File: config.mk
export PLATFORM = sky130hd
export DESIGN_NAME = snooze_host
export DESIGN_NICKNAME = d
export VERILOG_FILES = /design/src/hw/snooze_host_pkg.sv /design/src/hw/snooze_host.sv
export SDC_FILE = /design/constraint.sdc
export NUM_CORES = 1
export LEC_CHECK = 0
export ABC_CLOCK_PERIOD_IN_PS = 3300
export BUFFER_PORTS_ARGS = -buffer_cell sky130_fd_sc_hd__buf_2
export CAP_MARGIN = 5
export CORE_MARGIN = 3
export CORE_UTILIZATION = 50
export DETAILED_ROUTE_END_ITERATION = 8
export GPL_ROUTABILITY_DRIVEN = 0
export PLACE_DENSITY = 0.88
export RECOVER_POWER = 25
export SETUP_SLACK_MARGIN = 0.15
export SYNTH_ARGS = -nofsm -noshare
export SYNTH_HDL_FRONTEND = slang
export SYNTH_SLANG_ARGS = --single-unit
File: constraint.sdc
create_clock -name clock_i -period 3.3 [get_ports clock_i]
set_clock_uncertainty 0.2 [all_clocks]
set_input_delay 0 -clock clock_i [delete_from_list [all_inputs] [get_ports clock_i]]
set_output_delay 0 -clock clock_i [all_outputs]
set_load 0.03 [all_outputs]
File: src/hw/snooze_host_pkg.sv
/*
  Constants, types and device register map for the host-side sequencer that
  arms the device's low-power wake-up reception on its receive channel.
  Assumes the device answers each register request with a one-cycle ack.
*/
package snooze_host_pkg;

  // ------------------------------------------------------------------
  // device register offsets (byte addresses)
  // ------------------------------------------------------------------
  localparam logic [7:0] STANDBY_CONTROL_REG_ADDR      = 8'h00;
  localparam logic [7:0] FLAG_CLEAR_TRIGGER_REG_ADDR   = 8'h04;
  localparam logic [7:0] CHANNEL_DATA_DIVISOR_REG_ADDR = 8'h08;
  localparam logic [7:0] PRESCALER_SELECT_REG_ADDR     = 8'h0c;
  localparam logic [7:0] CHANNEL_MODE_REG_ADDR         = 8'h10;
  localparam logic [7:0] UNIT_STOP_REG_ADDR            = 8'h14;
  localparam logic [7:0] CHANNEL_START_REG_ADDR        = 8'h18;
  localparam logic [7:0] TRANSFER_ACTIVE_REG_ADDR      = 8'h1c;

  // ------------------------------------------------------------------
  // field positions and values
  // ------------------------------------------------------------------
  localparam int unsigned WAKE_EN_BIT       = 1;
  localparam int unsigned SUPPRESS_BIT      = 0;
  localparam int unsigned MODE_CHOICE_BIT   = 15;
  localparam int unsigned MODE_ERR_EN_BIT   = 0;
  localparam int unsigned DIV_LSB           = 9;
  localparam int unsigned PRS_HIGH_LSB      = 4;
  localparam logic [15:0] MODE_UART_RX      = 16'h0002;
  localparam logic [15:0] ALL_ERR_FLAGS     = 16'h0007;
  localparam logic [15:0] ALL_CHANNELS      = 16'h000f;
  localparam logic [15:0] RX_CHANNEL_MASK   = 16'h0002;
  localparam logic [3:0]  ACTIVE_MASK       = 4'hf;
  localparam logic [6:0]  DIV_MIN           = 7'h02;

  // ------------------------------------------------------------------
  // types
  // ------------------------------------------------------------------
  typedef struct packed {
    logic [3:0] prs_low;
    logic [3:0] prs_high;
    logic       choice;
    logic [6:0] divisor;
  } baud_cfg_t;

  typedef struct packed {
    baud_cfg_t wake_baud;
    baud_cfg_t norm_baud;
    logic      err_en;
    logic      suppress;
    logic      nine_bit;
  } job_cfg_t;

  typedef struct packed {
    logic        valid;
    logic        write;
    logic [7:0]  addr;
    logic [15:0] wdata;
  } reg_req_t;

  typedef struct packed {
    logic        ack;
    logic [15:0] rdata;
  } reg_rsp_t;

  typedef enum logic [4:0] {
    ST_IDLE     = 5'h00,
    ST_POLL     = 5'h01,
    ST_STOP_ALL = 5'h03,
    ST_SNZ_PRS  = 5'h02,
    ST_SNZ_MODE = 5'h06,
    ST_SNZ_DIV  = 5'h07,
    ST_CLR_FLG  = 5'h05,
    ST_FLUSH    = 5'h04,
    ST_ARM      = 5'h0c,
    ST_START    = 5'h0d,
    ST_WAIT     = 5'h0f,
    ST_READ     = 5'h0e,
    ST_STOP_CH  = 5'h0a,
    ST_CLR_ERR  = 5'h0b,
    ST_DISARM   = 5'h09,
    ST_NRM_PRS  = 5'h08,
    ST_NRM_MODE = 5'h18,
    ST_NRM_DIV  = 5'h19,
    ST_RESTART  = 5'h1b,
    ST_DONE     = 5'h1a
  } state_t;

endpackage : snooze_host_pkg

File: src/hw/snooze_host.sv
/*
  Host-side sequencer: prepares the device for wake-up reception on its
  receive channel, waits for the end or error interrupt, collects the
  character (8 or 9 bits) and restores normal reception.
  Assumes a device register port with request held until a one-cycle ack,
  read data valid with ack, and interrupt levels synchronous to clock_i.
*/
`timescale 1ns/10ps
module snooze_host (
  input  wire logic                      clock_i,
  input  wire logic                      srst_i,
  input  wire logic                      start_i,
  input  wire snooze_host_pkg::job_cfg_t cfg_i,
  input  wire logic                      fast_osc_sel_i,
  output logic                           busy_o,
  output logic                           done_o,
  output logic                           cfg_error_o,
  output logic                           rx_error_o,
  output logic [8:0]                     rx_data_o,
  output snooze_host_pkg::reg_req_t      reg_req_o,
  input  wire snooze_host_pkg::reg_rsp_t reg_rsp_i,
  input  wire logic                      rx_end_irq_i,
  input  wire logic                      rx_error_irq_i
);

  // ------------------------------------------------------------------
  // state and registers
  // ------------------------------------------------------------------
  snooze_host_pkg::state_t    state_q;
  snooze_host_pkg::state_t    state_d;
  snooze_host_pkg::job_cfg_t  cfg_q;
  snooze_host_pkg::reg_req_t  req_q;
  snooze_host_pkg::reg_req_t  req_d;
  logic                       err_q;
  logic [8:0]                 data_q;
  logic                       cfg_err_q;

  // ------------------------------------------------------------------
  // decode
  // ------------------------------------------------------------------
  wire logic acked      = req_q.valid & reg_rsp_i.ack;
  wire logic any_active = |(reg_rsp_i.rdata[3:0] & snooze_host_pkg::ACTIVE_MASK);
  wire logic div_bad_w  = cfg_i.wake_baud.divisor < snooze_host_pkg::DIV_MIN;
  wire logic div_bad_n  = cfg_i.norm_baud.divisor < snooze_host_pkg::DIV_MIN;
  wire logic cfg_bad    = div_bad_w | div_bad_n | ~fast_osc_sel_i;
  wire logic take_job   = start_i & (state_q == snooze_host_pkg::ST_IDLE);
  wire logic irq_seen   = rx_end_irq_i | rx_error_irq_i;
  wire logic [8:0] rx_pick = cfg_q.nine_bit ? reg_rsp_i.rdata[8:0]
                                            : {1'b0, reg_rsp_i.rdata[7:0]};

  // prescaler register image, both fields written, device picks one
  function automatic logic [15:0] prs_word(input snooze_host_pkg::baud_cfg_t b);
    logic [15:0] w;
    w = 16'h0000;
    w[3:0] = b.prs_low;
    w[snooze_host_pkg::PRS_HIGH_LSB +: 4] = b.prs_high;
    return w;
  endfunction : prs_word

  // mode register image with prescaler choice and error enable
  function automatic logic [15:0] mode_word(input snooze_host_pkg::baud_cfg_t b,
                                            input logic                      err_en);
    logic [15:0] w;
    w = snooze_host_pkg::MODE_UART_RX;
    w[snooze_host_pkg::MODE_CHOICE_BIT] = b.choice;
    w[snooze_host_pkg::MODE_ERR_EN_BIT] = err_en;
    return w;
  endfunction : mode_word

  // divisor image in bits 15:9 of the data register
  function automatic logic [15:0] div_word(input snooze_host_pkg::baud_cfg_t b);
    logic [15:0] w;
    w = 16'h0000;
    w[snooze_host_pkg::DIV_LSB +: 7] = b.divisor;
    return w;
  endfunction : div_word

  // ------------------------------------------------------------------
  // request for the access belonging to a state
  // ------------------------------------------------------------------
  function automatic snooze_host_pkg::reg_req_t op_of(input snooze_host_pkg::state_t  s,
                                                      input snooze_host_pkg::job_cfg_t c);
    snooze_host_pkg::reg_req_t r;
    logic [15:0]               w;
    r = '0;
    w = 16'h0000;
    r.valid = 1'b1;
    r.write = 1'b1;
    case (s)
      snooze_host_pkg::ST_POLL:
      begin
        r.write = 1'b0;
        r.addr  = snooze_host_pkg::TRANSFER_ACTIVE_REG_ADDR;
      end
      snooze_host_pkg::ST_STOP_ALL:
      begin
        r.addr  = snooze_host_pkg::UNIT_STOP_REG_ADDR;
        r.wdata = snooze_host_pkg::ALL_CHANNELS;
      end
      snooze_host_pkg::ST_SNZ_PRS:
      begin
        r.addr  = snooze_host_pkg::PRESCALER_SELECT_REG_ADDR;
        r.wdata = prs_word(c.wake_baud);
      end
      snooze_host_pkg::ST_SNZ_MODE:
      begin
        r.addr  = snooze_host_pkg::CHANNEL_MODE_REG_ADDR;
        r.wdata = mode_word(c.wake_baud, c.err_en);
      end
      snooze_host_pkg::ST_SNZ_DIV:
      begin
        r.addr  = snooze_host_pkg::CHANNEL_DATA_DIVISOR_REG_ADDR;
        r.wdata = div_word(c.wake_baud);
      end
      snooze_host_pkg::ST_CLR_FLG, snooze_host_pkg::ST_CLR_ERR:
      begin
        r.addr  = snooze_host_pkg::FLAG_CLEAR_TRIGGER_REG_ADDR;
        r.wdata = snooze_host_pkg::ALL_ERR_FLAGS;
      end
      snooze_host_pkg::ST_FLUSH, snooze_host_pkg::ST_READ:
      begin
        r.write = 1'b0;
        r.addr  = snooze_host_pkg::CHANNEL_DATA_DIVISOR_REG_ADDR;
      end
      snooze_host_pkg::ST_ARM:
      begin
        w[snooze_host_pkg::WAKE_EN_BIT]  = 1'b1;
        w[snooze_host_pkg::SUPPRESS_BIT] = c.suppress;
        r.addr  = snooze_host_pkg::STANDBY_CONTROL_REG_ADDR;
        r.wdata = w;
      end
      snooze_host_pkg::ST_START, snooze_host_pkg::ST_RESTART:
      begin
        r.addr  = snooze_host_pkg::CHANNEL_START_REG_ADDR;
        r.wdata = snooze_host_pkg::RX_CHANNEL_MASK;
      end
      snooze_host_pkg::ST_STOP_CH:
      begin
        r.addr  = snooze_host_pkg::UNIT_STOP_REG_ADDR;
        r.wdata = snooze_host_pkg::RX_CHANNEL_MASK;
      end
      snooze_host_pkg::ST_DISARM:
      begin
        r.addr  = snooze_host_pkg::STANDBY_CONTROL_REG_ADDR;
        r.wdata = 16'h0000;
      end
      snooze_host_pkg::ST_NRM_PRS:
      begin
        r.addr  = snooze_host_pkg::PRESCALER_SELECT_REG_ADDR;
        r.wdata = prs_word(c.norm_baud);
      end
      snooze_host_pkg::ST_NRM_MODE:
      begin
        r.addr  = snooze_host_pkg::CHANNEL_MODE_REG_ADDR;
        r.wdata = mode_word(c.norm_baud, c.err_en);
      end
      snooze_host_pkg::ST_NRM_DIV:
      begin
        r.addr  = snooze_host_pkg::CHANNEL_DATA_DIVISOR_REG_ADDR;
        r.wdata = div_word(c.norm_baud);
      end
      default:
      begin
        r = '0;
      end
    endcase
    return r;
  endfunction : op_of

  // ------------------------------------------------------------------
  // sequence
  // ------------------------------------------------------------------
  // next state: each access state advances on its ack; ST_POLL also needs no channel active
  always_comb
  begin
    state_d = state_q;
    case (state_q)
      snooze_host_pkg::ST_IDLE:
      begin
        if (start_i && !cfg_bad)
          state_d = snooze_host_pkg::ST_POLL;
      end
      snooze_host_pkg::ST_POLL:
      begin
        if (acked && !any_active)
          state_d = snooze_host_pkg::ST_STOP_ALL;
      end
      snooze_host_pkg::ST_STOP_ALL:
      begin
        if (acked)
          state_d = snooze_host_pkg::ST_SNZ_PRS;
      end
      snooze_host_pkg::ST_SNZ_PRS:
      begin
        if (acked)
          state_d = snooze_host_pkg::ST_SNZ_MODE;
      end
      snooze_host_pkg::ST_SNZ_MODE:
      begin
        if (acked)
          state_d = snooze_host_pkg::ST_SNZ_DIV;
      end
      snooze_host_pkg::ST_SNZ_DIV:
      begin
        if (acked)
          state_d = cfg_q.suppress ? snooze_host_pkg::ST_CLR_FLG : snooze_host_pkg::ST_ARM;
      end
      snooze_host_pkg::ST_CLR_FLG:
      begin
        if (acked)
          state_d = snooze_host_pkg::ST_FLUSH;
      end
      snooze_host_pkg::ST_FLUSH:
      begin
        if (acked)
          state_d = snooze_host_pkg::ST_ARM;
      end
      snooze_host_pkg::ST_ARM:
      begin
        if (acked)
          state_d = snooze_host_pkg::ST_START;
      end
      snooze_host_pkg::ST_START:
      begin
        if (acked)
          state_d = snooze_host_pkg::ST_WAIT;
      end
      snooze_host_pkg::ST_WAIT:
      begin
        // suppressed errors give no interrupt, so keep waiting
        if (irq_seen)
          state_d = snooze_host_pkg::ST_READ;
      end
      snooze_host_pkg::ST_READ:
      begin
        if (acked)
          state_d = snooze_host_pkg::ST_STOP_CH;
      end
      snooze_host_pkg::ST_STOP_CH:
      begin
        if (acked)
          state_d = err_q ? snooze_host_pkg::ST_CLR_ERR : snooze_host_pkg::ST_DISARM;
      end
      snooze_host_pkg::ST_CLR_ERR:
      begin
        if (acked)
          state_d = snooze_host_pkg::ST_DISARM;
      end
      snooze_host_pkg::ST_DISARM:
      begin
        if (acked)
          state_d = snooze_host_pkg::ST_NRM_PRS;
      end
      snooze_host_pkg::ST_NRM_PRS:
      begin
        if (acked)
          state_d = snooze_host_pkg::ST_NRM_MODE;
      end
      snooze_host_pkg::ST_NRM_MODE:
      begin
        if (acked)
          state_d = snooze_host_pkg::ST_NRM_DIV;
      end
      snooze_host_pkg::ST_NRM_DIV:
      begin
        if (acked)
          state_d = snooze_host_pkg::ST_RESTART;
      end
      snooze_host_pkg::ST_RESTART:
      begin
        if (acked)
          state_d = snooze_host_pkg::ST_DONE;
      end
      snooze_host_pkg::ST_DONE:
      begin
        state_d = snooze_host_pkg::ST_IDLE;
      end
      default:
      begin
        state_d = snooze_host_pkg::ST_IDLE;
      end
    endcase
  end

  // request for the coming state, registered so the port is glitch free
  always_comb
  begin
    req_d = op_of(state_d, take_job ? cfg_i : cfg_q);
  end

  // state, request and job configuration
  always_ff @(posedge clock_i)
  begin
    if (srst_i)
    begin
      state_q <= snooze_host_pkg::ST_IDLE;
      req_q   <= '0;
      cfg_q   <= '0;
    end
    else
    begin
      state_q <= state_d;
      req_q   <= req_d;
      if (take_job)
        cfg_q <= cfg_i;
    end
  end

  // result capture: error cause and received character
  always_ff @(posedge clock_i)
  begin
    if (srst_i)
    begin
      err_q     <= 1'b0;
      data_q    <= 9'h000;
      cfg_err_q <= 1'b0;
    end
    else
    begin
      cfg_err_q <= take_job & cfg_bad;
      if (take_job)
        err_q <= 1'b0;
      else if (state_q == snooze_host_pkg::ST_WAIT && irq_seen)
        err_q <= rx_error_irq_i;
      if (state_q == snooze_host_pkg::ST_READ && acked)
        data_q <= rx_pick;
    end
  end

  // ------------------------------------------------------------------
  // outputs
  // ------------------------------------------------------------------
  assign reg_req_o   = req_q;
  assign busy_o      = state_q != snooze_host_pkg::ST_IDLE;
  assign done_o      = state_q == snooze_host_pkg::ST_DONE;
  assign cfg_error_o = cfg_err_q;
  assign rx_error_o  = err_q;
  assign rx_data_o   = data_q;

endmodule : snooze_host

==> impl_metrics.csv, run 1 <==
group,metric,value,unit
status,status,"completed",
worst_setup_path,cp_data_arrival_time,2.95,ns
worst_setup_path,setup.worst_path.start_class,"flop",
worst_setup_path,endpoint,"reg_req_o[2]$_SDFF_PP0_",
sta,fin_tns_setup,0,ns
logic_synthesis,synth_area_per_cell,8.486,sq um
die,coreArea,6061,sq um
worst_setup_path,worst-path-max-fanout,13,
final_layout,final_cell_mix,"dfxtp_1, nand2_1, buf_2, nor2_1, dlygate4sd3_1",
hold_path,hold_path_class,"in2reg",
worst_setup_path,r2r_end,"reg_req_o[2]$_SDFF_PP0_",
logic_synthesis,synth_top_area_cell,"dfxtp_1",
grt,grt_max_degree,42,
final_layout,multi_input_area,1613,sq um
final_layout,fillers,473,
clock_network,cts_tree,"built",
routing,finalWirelength,9560,microns
logic_synthesis,syn_area,3191,sq um
placed_design,pre_cts_ws,0.2548,ns
sta,drv_slew,0,
placed_design,port_buffers,83,
routing,dr_total_vias,3335,
routing,viasPerCell,5.770,
routing,ant_nets,0,
routing,dr.pass1.iters,6,
sta,hold_violations,0,
clock_network,clock-root-buffer,"clkbuf_8",
logic_synthesis,syn_inst,376,
final_layout,layout-drive-gt1-share,17.89,%
clock_network,clkLatencyLatePin,0.34,ns
clock_network,cts_buffers,9,
logic_synthesis,synth-seq-cells,71,
die,rows,28,
sta,finalCriticalPeriod,2.947,ns
logic_synthesis,yosys.cell_types.count,51,
grt,gr-total-overflow,0,
worst_setup_path,crit_path_end_kind,"flop",
routing,wl_per_cell,16.54,microns
worst_setup_path,reg2reg_depth,8,
worst_setup_path,crit_path_start,"state_q[0]$_SDFF_PP0_",
sta,finalSetupViolations,0,
routing,drc,0,
worst_setup_path,ff2ff_setup_slack,0.35,ns
clock_network,clockBufferDepth,2,
sta,worst_pin_slew,0.8440,ns
worst_setup_path,worst-setup-path-type,"reg2reg",
worst_setup_path,rr_startpoint,"state_q[0]$_SDFF_PP0_",
grt,grt_pass1_wl,15530,microns
sta,relSlewSlack,43.39,%
final_layout,nets,557,
placed_design,dpl.cell_count,515,
logic_synthesis,yosysSeqAreaShare,44.55,%
worst_setup_path,critPathRequiredTime,3.30,ns
sta,finalWorstSetupSlack,0.3531,ns
clock_network,clkSinkCount,71,
clock_network,clk_transition_reported_paths,0.08,ns
power,powerDensity,431.5,nW/um^2
logic_synthesis,synth_top_area_share,44.55,%
die,fp.dieH,85.88,microns
power,finalPower,1837,uW
grt,grt_pass1_vias,3262,
sta,final.period_utilization,89.30,%
die,die_w,85.88,microns
die,die_area,7375,sq um
final_layout,layout_commonest_cell,"dfxtp_1",
power,p_leak,0.001760,uW
logic_synthesis,netlist_top_cells_area,"dfxtp_1, mux2i_1, nand2_1",
die,ios,97,
final_layout,area_growth,33.41,%
die,start_util,52.64,%
final_layout,postLayoutCoreUtil,70.23,%
logic_synthesis,synth_warnings,0,
clock_network,post_cts_buffers,0,
final_layout,fin_cells,578,
grt,antenna_found_initial,0,
final_layout,diodes,0,
sta,fmax,339.3,MHz
clock_network,cts_max_level,3,
run,max-cap-violations,0,
grt,track_usage,26.65,%
placed_design,dp_hpwl,5722,microns
routing,drtIter0Drc,287,
final_layout,regArea,1423,sq um
power,ir_worst_vdd,0.2858,mV
sta,rsz0062_at_grt,"false",
[logic make-up (layout without fill, tap and decap cells)]
| logic type | count (synthesis) | count (layout) | share of synthesized area (%) |
|---|---|---|---|
| simple gates | 154 | 154 | 21.65 |
| compound gates | 85 | 85 | 18.63 |
| flops | 71 | 71 | 44.55 |
| buf+inv | 36 | 158 | 5.843 |
| mux | 26 | 26 | 8.157 |
| xor+xnor | 3 | 3 | 1.059 |
| other cells | 1 | 6 | 0.1175 |
[synthesized netlist by cell type (all sizes together)]
cell and number:
or4 1, o311ai 1, o211a 3, xnor2 3, a31oi 6, a211o 1
a21oi 27, conb 1, nand2 58, nor2 49, o2111ai 1, a32oi 1
nor3 12, nand2b 4, o32a 1, nor2b 4, nand4 2, a22o 4
nor3b 1, a2111oi 1, o21a 1, o21ai 15, a311oi 1, inv 4
a21boi 1, o221ai 1, o31ai 7, a22oi 4, buf 18, and3 5
dfxtp 71, a211oi 5, a221oi 1, nor4b 1, clkbuf 14, and2 3
o21bai 2, nor4 5, a41o 1, and3b 1, mux2i 26, nand3 8
[registers in the layout, summed over array words and instances (netlist names)]
| signal | flops |
|---|---|
| cfg_error_o | 1 |
| cfg_q | 35 |
| reg_req_o | 20 |
| rx_data_o | 9 |
| rx_error_o | 1 |
| state_q | 5 |
[how the worst min path moves through the flow]
stage,start,slack [ns],endpoint,cells past startpoint
after CTS,srst_i,0.009,state_q[0]$_SDFF_PP0_,2
after floorplan,fast_osc_sel_i,-0.08,cfg_error_o$_SDFF_PP0_,1
after detailed placement,fast_osc_sel_i,0.02,cfg_error_o$_SDFF_PP0_,2
after global routing,srst_i,0.04,state_q[0]$_SDFF_PP0_,2
after global placement,fast_osc_sel_i,0.02,cfg_error_o$_SDFF_PP0_,2
final,srst_i,0.04,state_q[3]$_SDFF_PP0_,2
[routing by layer]
layer | share of wire (%) | global-route usage [%]
met1 | 40 | 33.09
met2 | 48 | 43.52
met3 | 7.3 | 4.995
met4 | 4.9 | 14.53
met5 | 0 | 0
[critical path: stages (launching register included)]
cell and delay [ns]:
dfxtp_1 0.58, nand3_1 0.17, o2111ai_1 0.22, a22oi_1 0.16, a2111oi_4 0.52, and2_1 0.40, o21ai_1 0.10, o21bai_1 0.36
a31oi_1 0.09
[what timing repair did]
action	in CTS	in global routing
hold buffers	48	0
hold endpoints to repair	60	0
resized for setup	0	2
endpoints found under the setup margin	0	13
[per-stage QoR]
stage          hold slack [ns]  cell area, sq um
2_1_floorplan         -0.08099              3209
3_3_place_gp           0.02249              3613
3_5_place_dp           0.02451              3613
4_1_cts               0.009350              4283
5_1_grt                0.04291              4257
6_report               0.04286              4257
[report_power, final]
| group | internal, uW | leakage (uW) | switching (uW) |
|---|---|---|---|
| clock network | 367 | 0.0000964 | 316 |
| logic | 109 | 0.00108 | 141 |
| registers | 890 | 0.000580 | 15.2 |
[cell type report]
cell class,count,share of cell area (%)
well taps,75,2.205
inverters,4,0.3527
multi-input cells,274,37.89
clock inverters,3,1.029
repair buffers,139,21.69
flip-flops and latches,71,33.42
clock buffers,12,3.410
No activity file was read; power rests on OpenSTA's default activity.
==> run 2, diff against run 1 <==
Settings changed: ABC_AREA set to 1, PLACE_DENSITY 0.88 to 0.87.
==> run 2 against run 1 <==
  * Critical path depth unchanged
  * Sequential share of layout area down 2.7 points
  * Sequential cell count unchanged
  * Maximum frequency up 2.2%
  * Clock-buffer cell count down 2
  * Critical endpoint is now cfg_q[10]$_SDFF_PP0_
  * Largest power group unchanged
  * Highest routed layer unchanged
==> impl_metrics.csv, run 2 <==
group,metric,value,unit
status,status,"completed",
grt,grt_busiest_layer,"met2",
sta,rsz0062_at_grt,"false",
logic_synthesis,synth_top_area_share,41.90,%
die,die_w,88.37,microns
grt,track_usage,28.98,%
die,start_util,52.52,%
sta,hold_violations,0,
logic_synthesis,yosys.cell_types.count,34,
placed_design,port_buffers,83,
sta,drv_slew,0,
sta,fmax,347.0,MHz
grt,antenna_found_initial,0,
routing,drtIter0Drc,419,
logic_synthesis,synth-seq-cells,71,
final_layout,diodes,0,
sta,finalSetupViolations,0,
power,p_leak,0.002222,uW
sta,fin_tns_setup,0,ns
clock_network,clockBufferDepth,2,
hold_path,min_delay_worst_endpoint,"state_q[3]$_SDFF_PP0_",
die,fp.dieH,88.37,microns
worst_setup_path,ff2ff_setup_slack,0.42,ns
grt,grt_max_degree,42,
power,ir_worst_vdd,0.2904,mV
final_layout,largest_reg_flops,35,
final_layout,top_register,"cfg_q",
worst_setup_path,worst-path-max-fanout,35,
power,finalPower,1988,uW
die,ios,97,
final_layout,final_cell_mix,"nand2_1, nor2_1, dfxtp_1, dlygate4sd3_1, buf_2",
logic_synthesis,synthTopCellsByCount,"nand2_1, nor2_1, dfxtp_1",
logic_synthesis,synth_warnings,0,
worst_setup_path,worst-setup-path-type,"reg2reg",
worst_setup_path,critPathRequiredTime,3.36,ns
logic_synthesis,synth_ff_type,"dfxtp_1",
grt,met2_usage,50.44,%
worst_setup_path,crit_path_start,"state_q[1]$_SDFF_PP0_",
logic_synthesis,synth-edff-count,0,
grt,grt_use_met1,32.56,%
clock_network,clkSinkCount,71,
logic_synthesis,syn_area,3392,sq um
final_layout,nets,687,
die,die_area,7808,sq um
logic_synthesis,syn_inst,485,
final_layout,layout_commonest_cell,"nand2_1",
routing,wl_per_cell,15.14,microns
final_layout,fillers,479,
clock_network,cts_max_level,3,
routing,drc,0,
grt,gr-total-overflow,0,
hold_path,hold_path_class,"in2reg",
logic_synthesis,ys_async_sr_fraction,0,%
die,rows,29,
worst_setup_path,crit_path_end_kind,"flop",
worst_setup_path,rr_startpoint,"state_q[1]$_SDFF_PP0_",
routing,finalWirelength,10760,microns
clock_network,cts_tree,"built",
final_layout,area_growth,36.59,%
placed_design,pre_cts_ws,0.7526,ns
hold_path,holdPathStages,7,
routing,ant_nets,0,
clock_network,clock-root-buffer,"clkbuf_8",
sta,relSlewSlack,50.30,%
power,powerDensity,429.0,nW/um^2
sta,worst_pin_slew,0.7456,ns
clock_network,clk_transition_reported_paths,0.09,ns
worst_setup_path,setup.worst_path.start_class,"flop",
hold_path,worstHoldStart,"reg_rsp_i[16]",
grt,grt_pass1_vias,3679,
sta,finalCriticalPeriod,2.882,ns
grt,grt_use_met3,7.449,%
logic_synthesis,synth_top_area_cell,"dfxtp_1",
placed_design,dp_hpwl,6336,microns
sta,final.period_utilization,87.34,%
worst_setup_path,r2r_end,"cfg_q[10]$_SDFF_PP0_",
sta,hold_ws,0.04602,ns
grt,grt_pass1_wl,17420,microns
logic_synthesis,synth_area_per_cell,6.994,sq um
logic_synthesis,synth_most_common_cell,"nand2_1",
worst_setup_path,cp_data_arrival_time,2.94,ns
clock_network,cts_buffers,9,
final_layout,layout-drive-gt1-share,18.61,%
logic_synthesis,yosysSeqAreaShare,41.90,%
clock_network,clkLatencyLatePin,0.36,ns
final_layout,postLayoutCoreUtil,71.74,%
routing,dr_total_vias,3904,
routing,viasPerCell,5.491,
die,coreArea,6459,sq um
logic_synthesis,netlist_top_cells_area,"dfxtp_1, nand2_1, nor2_1",
worst_setup_path,reg2reg_depth,8,
sta,finalWorstSetupSlack,0.4177,ns
run,max-cap-violations,0,
routing,dr.pass1.iters,7,
## run 2: cell families after synthesis
group                  after synthesis  synth area share (%)
multiplexers                         7                 2.066
flip-flops                          71                 41.90
buffers and inverters               61                 7.894
AND/OR/NAND/NOR                    273                 35.56
other                                1                0.1106
AO/OA/AOI/OAI                       72                 12.47
## run 2: final cells by class
cell class                      instances  area, sq um  area share [%]
Multi-Input combinational cell        358         1722           37.16
Sequential cell                        71         1421           30.68
Timing Repair Buffer                  150         1041           22.47
Inverter                               39        146.4           3.160
Clock buffer                           10        137.6           2.971
Tap cell                               77        96.34           2.079
Clock inverter                          6        68.82           1.485
## run 2: worst max-delay path by stage
stage | end | slack (ns) | cells after the start
finish | cfg_q[10]$_SDFF_PP0_ | 0.42 | 8
global route | cfg_q[9]$_SDFF_PP0_ | 0.29 | 8
CTS | cfg_q[1]$_SDFF_PP0_ | 0.47 | 8
detailed placement | reg_req_o[25]$_SDFF_PP0_ | 0.75 | 13
global placement | reg_req_o[25]$_SDFF_PP0_ | 0.79 | 13
floorplan | reg_req_o[25]$_SDFF_PP0_ | 1.16 | 13
## run 2: critical path, stage by stage (launching register included)
cell and delay [ns]:
dfxtp_1 0.62, nor2_1 0.15, inv_2 0.09, nor2_1 0.06, nand2_1 0.20, buf_4 0.43
mux2i_1 0.36, nor2_1 0.08, dlygate4sd3_1 0.58
## run 2: power by group
part           switching (uW)  internal (uW)
sequential               19.9            900
combinational             198            147
clock                     350            373
## run 2: per-stage QoR
stage,std cells,cell area [sq um]
final,711,4633
after global routing,711,4633
after CTS,711,4666
after detailed placement,633,3839
after global placement,633,3839
after floorplan,490,3411
## run 2: layer usage
metal	part of all wire [%]	vias up
li1	-	1844
met2	50	264
met1	38	1742
met5	0	-
met3	8.2	54
met4	4.6	0
## run 2: repair_timing
item / in CTS / in global routing
hold buffers: 62 / 0
setup buffers: 0 / 0
hold endpoints to repair: 65 / 0
gates resized for setup: 0 / 0
